$ cat src/pkg/ctl_pkg.sv
// constants for classification threshold learning, channels 1 and 2
// assumes a byte-wide command stream and byte-wide message sink on core_clk
package ctl_pkg;
  localparam int          AMP_W        = 16;
  localparam int          SUM_W        = 19;
  localparam int          NUM_CH       = 2;
  localparam int          RUN_LEN      = 5;
  localparam logic [7:0]  DEF_MULT     = 8'h0F;
  localparam logic [7:0]  CHR_CMD      = 8'h4B;
  localparam logic [7:0]  CHR_CH1      = 8'h31;
  localparam logic [7:0]  CHR_CH2      = 8'h32;
  localparam logic [7:0]  CHR_CR       = 8'h0D;
  localparam logic [7:0]  ACT_CANCEL   = 8'h30;
  localparam logic [7:0]  ACT_ARM      = 8'h31;
  localparam logic [7:0]  ACT_SHORT    = 8'h32;
  localparam logic [7:0]  ACT_RESTART  = 8'h33;
  localparam logic [7:0]  MSG_COUNT    = 8'h01;
  localparam logic [7:0]  MSG_DONE     = 8'h02;
  localparam logic [7:0]  TLG_CLASS    = 8'h01;
  localparam logic [7:0]  TLG_OTHER    = 8'h00;
  typedef enum logic [2:0] {
    CTL_P_IDLE, CTL_P_CH, CTL_P_ACT, CTL_P_CR
  } ctl_parse_type;
endpackage : ctl_pkg

$ cat src/logic/ctl_chan.sv
// one channel: occupancy, peak capture, learning run, threshold store
// assumes amplitude and thresholds synchronous to core_clk
`timescale 1ns/10ps
module ctl_chan #(
  parameter int AMP_W = ctl_pkg::AMP_W
) (
  input  wire logic             core_clk,
  input  wire logic             resetn,
  input  wire logic             clk_en,
  input  wire logic             class_en,
  input  wire logic             chan_reset,
  input  wire logic             param_chg,
  input  wire logic [AMP_W-1:0] amplitude,
  input  wire logic [AMP_W-1:0] on_thresh,
  input  wire logic             cmd_arm,
  input  wire logic             cmd_cancel,
  input  wire logic             cmd_short,
  input  wire logic             cmd_restart,
  output logic                  detect_out,
  output logic                  class_out,
  output logic                  capture_ev,
  output logic [2:0]            capture_cnt,
  output logic                  done_ev,
  output logic                  neg_edge_ev,
  output logic [7:0]            class_byte,
  output logic [AMP_W-1:0]      class_thresh,
  output logic                  nv_we,
  output logic [AMP_W-1:0]      nv_data
);
  localparam int SW = ctl_pkg::SUM_W;
  logic [AMP_W-1:0] def_thr;
  logic             occ_ff, armed_ff, short_ff, seen_ff;
  logic [AMP_W-1:0] peak_ff, thr_ff;
  logic [SW-1:0]    sum_ff;
  logic [2:0]       cnt_ff;
  logic             end_veh, final_cap;
  logic [SW-1:0]    nxt_sum, mean_w;
  logic [SW+1:0]    red_w;
  logic [AMP_W+4:0] def_w;

  // default threshold, saturated
  assign def_w   = 21'(on_thresh) * 21'(ctl_pkg::DEF_MULT);
  assign def_thr = (def_w > 21'({AMP_W{1'b1}})) ? {AMP_W{1'b1}} : def_w[AMP_W-1:0];
  assign end_veh = occ_ff && (amplitude <= on_thresh);
  assign final_cap = armed_ff && end_veh && (short_ff || cnt_ff == 3'(ctl_pkg::RUN_LEN - 1));
  assign nxt_sum = sum_ff + SW'(peak_ff);
  // mean over captured samples, then three quarters
  assign mean_w  = nxt_sum / SW'(cnt_ff + 3'h1);
  assign red_w   = ({2'h0, mean_w} * 21'h3) >> 2;

  // occupancy and detection output, independent of learned threshold
  always_ff @(posedge core_clk or negedge resetn) begin
    if (!resetn) occ_ff <= 1'b0;
    else if (clk_en) occ_ff <= (amplitude > on_thresh);
  end
  assign detect_out = occ_ff;

  // classification output, one assertion per passage
  always_ff @(posedge core_clk or negedge resetn) begin
    if (!resetn) class_out <= 1'b0;
    else if (clk_en) begin
      if (amplitude <= on_thresh) class_out <= 1'b0;
      else if (class_en && amplitude > thr_ff) class_out <= 1'b1;
    end
  end

  // seen class this passage, telegram byte on negative edge
  always_ff @(posedge core_clk or negedge resetn) begin
    if (!resetn) begin
      seen_ff <= 1'b0;
      neg_edge_ev <= 1'b0;
      class_byte <= ctl_pkg::TLG_OTHER;
    end else if (clk_en) begin
      neg_edge_ev <= end_veh;
      if (end_veh) begin
        class_byte <= (seen_ff || class_out) ? ctl_pkg::TLG_CLASS : ctl_pkg::TLG_OTHER;
        seen_ff <= 1'b0;
      end else if (class_out) seen_ff <= 1'b1;
    end
  end

  // peak of detuning during occupancy
  always_ff @(posedge core_clk or negedge resetn) begin
    if (!resetn) peak_ff <= '0;
    else if (clk_en) begin
      if (!occ_ff) peak_ff <= (amplitude > on_thresh) ? amplitude : '0;
      else if (amplitude > peak_ff) peak_ff <= amplitude;
    end
  end

  // arming state, cancel only before the vehicle ends
  always_ff @(posedge core_clk or negedge resetn) begin
    if (!resetn) begin
      armed_ff <= 1'b0;
      short_ff <= 1'b0;
    end else if (clk_en) begin
      if (chan_reset || param_chg || !class_en) begin
        armed_ff <= 1'b0;
        short_ff <= 1'b0;
      end else if (cmd_arm || cmd_restart || cmd_short) begin
        armed_ff <= 1'b1;
        short_ff <= cmd_short;
      end else if (cmd_cancel) begin
        armed_ff <= 1'b0;
        short_ff <= 1'b0;
      end else if (armed_ff && end_veh) begin
        armed_ff <= 1'b0;
        short_ff <= 1'b0;
      end
    end
  end

  // run accumulator and count
  always_ff @(posedge core_clk or negedge resetn) begin
    if (!resetn) begin
      sum_ff <= '0;
      cnt_ff <= '0;
    end else if (clk_en) begin
      if (chan_reset || param_chg || !class_en || cmd_restart || (final_cap && !cmd_cancel)) begin
        sum_ff <= '0;
        cnt_ff <= '0;
      end else if (armed_ff && end_veh && !cmd_cancel) begin
        sum_ff <= nxt_sum;
        cnt_ff <= cnt_ff + 3'h1;
      end
    end
  end

  // threshold register, store pulse, events
  always_ff @(posedge core_clk or negedge resetn) begin
    if (!resetn) begin
      thr_ff <= '0;
      nv_we <= 1'b0;
      nv_data <= '0;
      done_ev <= 1'b0;
      capture_ev <= 1'b0;
      capture_cnt <= '0;
    end else if (clk_en) begin
      nv_we <= 1'b0;
      done_ev <= 1'b0;
      capture_ev <= 1'b0;
      if (chan_reset || param_chg || !class_en) thr_ff <= def_thr;
      else if (final_cap && !cmd_cancel) begin
        thr_ff <= red_w[AMP_W-1:0];
        nv_we <= 1'b1;
        nv_data <= red_w[AMP_W-1:0];
        done_ev <= 1'b1;
      end
      if (armed_ff && end_veh && !cmd_cancel && !chan_reset && !param_chg && class_en) begin
        capture_ev <= 1'b1;
        capture_cnt <= cnt_ff + 3'h1;
      end
    end
  end
  assign class_thresh = thr_ff;
endmodule : ctl_chan

$ cat src/logic/ctl_top.sv
// top: command parser for the terminal stream, two learning channels, message out
// assumes cmd bytes from logic on core_clk; amplitudes on core_clk
`timescale 1ns/10ps
module ctl_top #(
  parameter int AMP_W = ctl_pkg::AMP_W
) (
  input  wire logic                core_clk,
  input  wire logic                resetn,
  input  wire logic                clk_en,
  input  wire logic                cmd_valid,
  input  wire logic [7:0]          cmd_byte,
  input  wire logic [1:0]          class_en,
  input  wire logic [1:0]          chan_reset,
  input  wire logic [1:0]          param_chg,
  input  wire logic [2*AMP_W-1:0]  amplitude,
  input  wire logic [2*AMP_W-1:0]  on_thresh,
  output logic [1:0]               detect_out,
  output logic [1:0]               class_out,
  output logic [1:0]               neg_edge_ev,
  output logic [15:0]              class_byte,
  output logic [2*AMP_W-1:0]       class_thresh,
  output logic [1:0]               nv_we,
  output logic [2*AMP_W-1:0]       nv_data,
  output logic                     msg_valid,
  output logic [7:0]               msg_kind,
  output logic                     msg_chan,
  output logic [2:0]               msg_count
);
  ctl_pkg::ctl_parse_type st_ff;
  logic       ch_ff;
  logic [7:0] act_ff;
  logic [1:0] arm, cancel, shrt, rst_cmd, cap_ev, done_ev;
  logic [5:0] cap_cnt;
  logic       go;
  logic [1:0] done_dly_ff;

  // parser for K, channel digit, action digit, CR
  always_ff @(posedge core_clk or negedge resetn) begin
    if (!resetn) begin
      st_ff <= ctl_pkg::CTL_P_IDLE;
      ch_ff <= 1'b0;
      act_ff <= 8'h00;
    end else if (clk_en && cmd_valid) begin
      case (st_ff)
        ctl_pkg::CTL_P_IDLE: if (cmd_byte == ctl_pkg::CHR_CMD) st_ff <= ctl_pkg::CTL_P_CH;
        ctl_pkg::CTL_P_CH: begin
          ch_ff <= (cmd_byte == ctl_pkg::CHR_CH2);
          st_ff <= (cmd_byte == ctl_pkg::CHR_CH1 || cmd_byte == ctl_pkg::CHR_CH2) ?
                   ctl_pkg::CTL_P_ACT : ctl_pkg::CTL_P_IDLE;
        end
        ctl_pkg::CTL_P_ACT: begin
          act_ff <= cmd_byte;
          st_ff <= ctl_pkg::CTL_P_CR;
        end
        ctl_pkg::CTL_P_CR: st_ff <= ctl_pkg::CTL_P_IDLE;
        default: st_ff <= ctl_pkg::CTL_P_IDLE;
      endcase
    end
  end

  // decode on carriage return, one-cycle command pulses
  assign go = clk_en && cmd_valid && st_ff == ctl_pkg::CTL_P_CR && cmd_byte == ctl_pkg::CHR_CR;
  genvar g;
  generate
    for (g = 0; g < ctl_pkg::NUM_CH; g++) begin : g_ch
      assign arm[g]     = go && ch_ff == 1'(g) && act_ff == ctl_pkg::ACT_ARM;
      assign cancel[g]  = go && ch_ff == 1'(g) && act_ff == ctl_pkg::ACT_CANCEL;
      assign shrt[g]    = go && ch_ff == 1'(g) && act_ff == ctl_pkg::ACT_SHORT;
      assign rst_cmd[g] = go && ch_ff == 1'(g) && act_ff == ctl_pkg::ACT_RESTART;
      ctl_chan #(.AMP_W(AMP_W)) u_chan (
        .core_clk     (core_clk),
        .resetn       (resetn),
        .clk_en       (clk_en),
        .class_en     (class_en[g]),
        .chan_reset   (chan_reset[g]),
        .param_chg    (param_chg[g]),
        .amplitude    (amplitude[g*AMP_W +: AMP_W]),
        .on_thresh    (on_thresh[g*AMP_W +: AMP_W]),
        .cmd_arm      (arm[g]),
        .cmd_cancel   (cancel[g]),
        .cmd_short    (shrt[g]),
        .cmd_restart  (rst_cmd[g]),
        .detect_out   (detect_out[g]),
        .class_out    (class_out[g]),
        .capture_ev   (cap_ev[g]),
        .capture_cnt  (cap_cnt[g*3 +: 3]),
        .done_ev      (done_ev[g]),
        .neg_edge_ev  (neg_edge_ev[g]),
        .class_byte   (class_byte[g*8 +: 8]),
        .class_thresh (class_thresh[g*AMP_W +: AMP_W]),
        .nv_we        (nv_we[g]),
        .nv_data      (nv_data[g*AMP_W +: AMP_W])
      );
    end
  endgenerate

  // completion delayed one cycle so the final count message goes out first
  always_ff @(posedge core_clk or negedge resetn) begin
    if (!resetn) done_dly_ff <= 2'h0;
    else if (clk_en) done_dly_ff <= done_ev;
  end

  // message to terminal: done wins, then count, channel 1 first
  always_ff @(posedge core_clk or negedge resetn) begin
    if (!resetn) begin
      msg_valid <= 1'b0;
      msg_kind <= 8'h00;
      msg_chan <= 1'b0;
      msg_count <= 3'h0;
    end else if (clk_en) begin
      msg_valid <= |(done_dly_ff | cap_ev);
      if (done_dly_ff[0]) begin
        msg_kind <= ctl_pkg::MSG_DONE;
        msg_chan <= 1'b0;
      end else if (done_dly_ff[1]) begin
        msg_kind <= ctl_pkg::MSG_DONE;
        msg_chan <= 1'b1;
      end else if (cap_ev[0]) begin
        msg_kind <= ctl_pkg::MSG_COUNT;
        msg_chan <= 1'b0;
        msg_count <= cap_cnt[2:0];
      end else if (cap_ev[1]) begin
        msg_kind <= ctl_pkg::MSG_COUNT;
        msg_chan <= 1'b1;
        msg_count <= cap_cnt[5:3];
      end
    end
  end
endmodule : ctl_top

$ cat config.mk
export PLATFORM = sky130hd
export DESIGN_NAME = ctl_top
export DESIGN_NICKNAME = d
export VERILOG_FILES = /design/src/pkg/ctl_pkg.sv /design/src/logic/ctl_chan.sv /design/src/logic/ctl_top.sv
export SDC_FILE = /design/constraint.sdc
export NUM_CORES = 1
export LEC_CHECK = 0
export ABC_AREA = 0
export BUFFER_PORTS_ARGS = -buffer_cell sky130_fd_sc_hd__buf_2
export CAP_MARGIN = 15
export CORE_UTILIZATION = 34
export DETAILED_ROUTE_END_ITERATION = 7
export PLACE_DENSITY = 0.51
export SLEW_MARGIN = 20
export SYNTH_ARGS = -nofsm -noshare
export SYNTH_HDL_FRONTEND = slang
export SYNTH_SLANG_ARGS = --single-unit
$ cat constraint.sdc
create_clock -name core_clk -period 73.5 [get_ports core_clk]
set_input_delay 14.7 -clock core_clk [delete_from_list [all_inputs] [get_ports core_clk]]
set_output_delay 14.7 -clock core_clk [all_outputs]
set_load 0.005 [all_outputs]
# [Word-level counts from Yosys, hierarchy flattened]
# Index checks and enable logic that the tools add are counted.
[totals] out_inout_bits=101 in_bits=82 mem_bits_ro=0 ff_bits=205 ram_bits=0 latchBits=0 memories=0
[op_classes] n_addsub=6 n_reduce_logical=93 n_eq_ne=16 magnitude_cmp=10 div=2 bitwise=6 n_shift=0 mul=4 mux=61
[op_table] cell="two-way mux 16 bit" n=12
[op_table] cell="> comparator 16 bit" n=6
[op_table] cell="two-way mux 19 bit" n=4
[op_table] cell="== test 8 x 6 -> 1 bit (second input constant)" n=6
[op_table] cell="> comparator 20 x 16 -> 1 bit (second input constant)" n=2
[op_table] cell="multiplier 16 x 4 -> 20 bit (second input constant)" n=2
[op_table] cell="AND reduction 2 bit" n=20
[op_table] cell="adder 19 x 16 -> 19 bit" n=2
[op_table] cell="divider 19 x 19 -> 19 bit" n=2
[op_table] cell="multiplier 19 x 2 -> 18 bit (second input constant)" n=2
[op_table] cell="less-or-equal comparator 16 bit" n=2
[op_table] cell="two-way mux 1 bit" n=32
[op_table] cell="two-way mux 8 bit" n=4
[op_table] cell="logical AND 1 bit" n=31
[op_table] cell="two-way mux 3 bit" n=7
[op_table] cell="nonzero test 2 bit" n=9
[op_table] cell="logical OR 1 bit" n=17
[op_table] cell="nonzero test 4 bit" n=3
[op_table] cell="one-hot mux 3 bit (3 select lines)" n=1
[op_table] cell="adder 3 x 1 -> 4 bit (second input constant)" n=2
[op_table] cell="== test 8 x 4 -> 1 bit (second input constant)" n=1
[op_table] cell="== test 8 x 7 -> 1 bit (second input constant)" n=1
[op_table] cell="zero test 1 bit" n=8
[op_table] cell="adder 3 x 1 -> 3 bit (second input constant)" n=2
[op_table] cell="other kinds (11)" n=20

# [Longest topological paths before layout]
[logic_depth] word_depth=11 ltp_mapped=210 depth_no_buf=204

# [Hierarchy]
# A second synthesis with hierarchy kept.
[hier_totals] cells_unflattened=3786 area_unflattened_um2=29998.8
[by_module_without_submodules] mod="ctl_chan (g_ch[1].u_chan)" instances=1 area_per_inst_um2=14580.2 cells_per_inst=1868
[by_module_without_submodules] mod="ctl_chan (g_ch[0].u_chan)" instances=1 area_per_inst_um2=14337.5 cells_per_inst=1822
[by_module_without_submodules] mod="ctl_top" instances=1 area_per_inst_um2=1081.0 cells_per_inst=96

# [Worst setup path before layout]
# OpenSTA, ideal clock, no wires.
[synth_timing] path_kind="register to register" startpoint="register g_ch[1].u_chan.peak_ff[0]" endpoint="register g_ch[1].u_chan.thr_ff[15]" synth_period_minus_slack_ns=37.705 n_path_buf=7 setup_slack_ns=35.795 arrival_time_ns=37.622 required_time_ns=73.417 path_stages_with_launch=197 setup_ns=0.083 path_cell_list="dfrtp_1 ha_1 fa_1 a211oi_1 o21bai_1 o211ai_1 a21oi_1 xnor2_1 inv_1 ha_1 o21bai_1 nor2_1 mux2i_1 ha_1 o21ai_1 nand2b_1 and2_1 o21ai_0 [... 161 more ...] o21ai_0 nand2b_1 a21o_1 a21oi_1 nor2b_1 o21ai_0 nand2b_1 a21o_1 a21o_1 a21o_1 a21o_1 a21o_1 a21o_1 a21o_1 a21oi_1 xor2_1 o22ai_1 o21ai_0"
[synth_via] elab_chain_cells=5
[synth_lines] element="start, declared" line="ctl_chan.sv:33" source="logic [AMP_W-1:0] peak_ff, thr_ff;"
[synth_lines] element="start signal, assigned" line="ctl_chan.sv:86" source="if (!occ_ff) peak_ff <= (amplitude > on_thresh) ? amplitude : '0;"
[synth_lines] element="start signal, assigned" line="ctl_chan.sv:87" source="else if (amplitude > peak_ff) peak_ff <= amplitude;"
[synth_lines] element="adder 19 x 16 -> 19 bit" line="ctl_chan.sv:46" source="assign nxt_sum = sum_ff + SW'(peak_ff);"
[synth_lines] element="divider 19 x 19 -> 19 bit" line="ctl_chan.sv:48" source="assign mean_w = nxt_sum / SW'(cnt_ff + 3'h1);"
[synth_lines] element="multiplier 19 x 2 -> 18 bit" line="ctl_chan.sv:49" source="assign red_w = ({2'h0, mean_w} * 21'h3) >> 2;"
[synth_lines] element="two-way mux 16 bit" line="ctl_chan.sv:143" source="else if (final_cap && !cmd_cancel) begin"
[synth_lines] element="two-way mux 16 bit" line="ctl_chan.sv:142" source="if (chan_reset || param_chg || !class_en) thr_ff <= def_thr;"
[synth_lines] element="end signal, assigned" line="ctl_chan.sv:142"
[synth_lines] element="end signal, assigned" line="ctl_chan.sv:144" source="thr_ff <= red_w[AMP_W-1:0];"
[synth_lines] element="end, declared" line="ctl_chan.sv:33"
# Every way passes these cells. The select of a mux whose other input is x is not followed.
# A chain may end at the register's enable or synchronous reset.

# [Worst setup path in the final report]
# Ends and elaborated chain as after synthesis.

==> summary.md <==
| Metric | Value |
|---|---|
| Syn Inst Count | 3566 |
| Yosys reg bits | 184 |
| First-pass GRT wire length | 134 mm |
| RSZ-0062 raised after global routing | no |
| Mean Syn Cell Area | 7.98 um^2 |
| Async S/R FF share, synth | 100% |
| CTS tree | done |
| Clock Sinks | 184 |
| Clock Skew | 0.0123 ns |
| Met1 WL | 39.2 mm |
| CTS max path bufs | 2 |
| DRT Wirelength | 83.7 mm |
| Post-synth EDFFs | 0 |
| Final #Nets | 4192 |
| Slew margin rel. | 27.1% |
| Core area | 82400 um^2 |
| DRC | 0 |
| Vias in the first global route | 25000 |
| Post-CTS Setup Bufs | 0 |
| Unique cell type count in the Yosys netlist | 135 |
| Actual slew at the worst max-slew pin | 1.09 ns |
| Chip height | 291 um |
| Sequential area share after synthesis | 16.2% |
| Crit. End Element | flop |
| Crit Path Max Fanout | 11 |
| Row cnt | 105 |
| Cell mode on critical path | ha_1 |
| Antenna-violating nets left | 0 |
| Critical path's slowest cell | a311oi_2 |
| Hold Crit Class | flop to flop |
| Req. time, crit path | 73.86 ns |
| Worst-path clk slew | 0.08 ns |
| Post-Syn Area | 28400 um^2 |
| Crit path launch type | flop |
| N_diodes | 0 |
| Most frequent cells in the layout | ha_1 (354), nand2_1 (338), nor2_1 (279) |
| Hold Vio Cnt, Final | 0 |
| Worst skew pair latency | 0.46 ns |
| CTS buffer count | 17 |
| Initial DRT Pass Iterations | 5 |
| Initial antenna violation count | 0 |
| Met3 Routed Length | 1.56 mm |
| Endpoint arrival time on the critical path | 45.66 ns |
| Die area | 84800 um^2 |
| Number of max-cap violations | 0 |
| Highest metal layer with signal wires | met4 |
| Most common cell after layout, fill and taps aside | ha_1 |
| Setup tns final | 0 ns |
| Clock root buffer | clkbuf_16 |
| Final period util | 61.6% |
| Largest stage delay, worst path | 0.75 ns |
| RD Place Congestion | 0.858 |
| Crit path time final | 45.30 ns |
| Initial Util | 34.5% |
| Area Growth Syn to Fin | 9.06% |
| Io pins | 183 |
| WL per Instance | 17.5 um |
| Port bufs | 162 |
| Resized cells post-CTS | 0 |
| DR vias/cell | 5.51 |
| Yosys warning count | 0 |
| Layout cell share with drive strength beyond 1 | 11.0% |
| FF-to-FF setup slack | 28.20 ns |
| Final setup vio count | 0 |
| Total grt overflow | 0 |
| Pin count of the biggest net entering global routing | 77 |
| Synth Flop Type | dfrtp_1 |
| Starting DRT DRC Count | 1501 |
| Met2 WL | 41.6 mm |
| Critical path type | flop to flop |
| HPWL Detailed | 68.9 mm |
| Via Count | 26300 |
| Pins Over Slew Limit | 0 |
| Max H-tree Level | 4 |
| Cts hold-fix bufs | 0 |
| Fmax | 0.0221 GHz |
| Status | finished clean |
| Die width | 291 um |
| GRT Util Overall | 19.2% |
==> logic make-up after synthesis <==
logic type / synth area share, %
and+or+nand+nor: 21.7
adders and majority gates: 20.0
xor gates and xnor gates: 5.41
DFF: 16.2
AOI/OAI and AO/OA: 27.4
other: 0.0132
muxes: 4.32
buffers and inverters: 4.99
==> per-stage QoR <==
stage / std cells / setup WS, ns / area (um^2) / util, % / hold WS, ns
6_report: 4777 / 28.20 / 31000 / 37.7 / 0.472
2_1_floorplan: 3585 / 35.80 / 28500 / - / 0.449
5_1_grt: 4777 / 23.85 / 31000 / 37.7 / 0.489
4_1_cts: 4777 / 28.22 / 31000 / 37.7 / 0.479
3_5_place_dp: 4745 / 28.36 / 30400 / 36.9 / 0.461
3_3_place_gp: 4745 / 28.40 / 30400 / 36.9 / 0.456
==> routing by layer <==
layer	vias up	track usage, %
met2	340	34.4
met1	12400	25.1
met5	-	0
met3	73	1.53
li1	13500	-
met4	0	3.87
==> synthesized netlist by cell type, drive strengths merged, types with 76 or more instances <==
cell,instances,area [um^2]
ha,354,4430
nand2,340,1280
nor2,282,1070
inv,246,926
o21ai,229,1150
a21oi,220,1100
dfrtp,184,4600
nor3,122,641
xnor2,104,911
a21o,86,646
o21a,83,623
nand2b,76,475
==> critical path, delay by kind of cell, from the launching register on <==
family	cells	cell delay, ns
AOI/OAI and AO/OA	87	18.66
and+or+nand+nor	62	15.39
adders and majority gates	22	6.57
buffers and inverters	7	0.56
DFF	1	0.41
xor gates and xnor gates	2	0.61
muxes	10	2.94
==> state kept, by name (all words and copies together), names as in the netlist <==
| signal | flops |
|---|---|
| msg_chan | 1 |
| g_ch.u_chan.short_ff | 2 |
| g_ch.u_chan.nv_data | 32 |
| g_ch.u_chan.seen_ff | 2 |
| g_ch.u_chan.neg_edge_ev | 2 |
| g_ch.u_chan.cnt_ff | 6 |
| msg_kind | 2 |
| g_ch.u_chan.done_ev | 2 |
| g_ch.u_chan.peak_ff | 32 |
| g_ch.u_chan.class_byte | 2 |
| act_ff | 8 |
| g_ch.u_chan.class_out | 2 |
| g_ch.u_chan.armed_ff | 2 |
| done_dly_ff | 2 |
| st_ff | 2 |
| g_ch.u_chan.detect_out | 2 |
| msg_valid | 1 |
| g_ch.u_chan.class_thresh | 32 |
| msg_count | 3 |
| g_ch.u_chan.capture_cnt | 6 |
| g_ch.u_chan.capture_ev | 2 |
| ch_ff | 1 |
| g_ch.u_chan.sum_ff | 38 |
==> worst paths after layout <==
path / cells past startpoint / to / startpoint
max in group asynchronous: 3 / g_ch[0].u_chan.nv_data[1] / resetn
min: 2 / g_ch[1].u_chan.nv_data[11] / g_ch[1].u_chan.nv_data[11]
min in group asynchronous: 1 / g_ch[1].u_chan.nv_data[8] / resetn
min reg2reg: 2 / g_ch[1].u_chan.nv_data[11] / g_ch[1].u_chan.nv_data[11]
max: 190 / g_ch[1].u_chan.class_thresh[15] / g_ch[1].u_chan.peak_ff[0]
max reg2reg: 190 / g_ch[1].u_chan.class_thresh[15] / g_ch[1].u_chan.peak_ff[0]
==> layout make-up <==
| cell class | count | area (um^2) |
|---|---|---|
| clock buffer | 17 | 425 |
| sequential | 184 | 4600 |
| tap | 1070 | 1340 |
| multi-input combinational | 3061 | 22500 |
| fill | 8737 | 51300 |
| inverter | 247 | 930 |
| timing repair buffer | 183 | 977 |
| clock inverter | 15 | 211 |
Power is left out: the tool's default activity adds up to more than one toggle a clock period on the data nets, which glitch-free logic cannot reach.
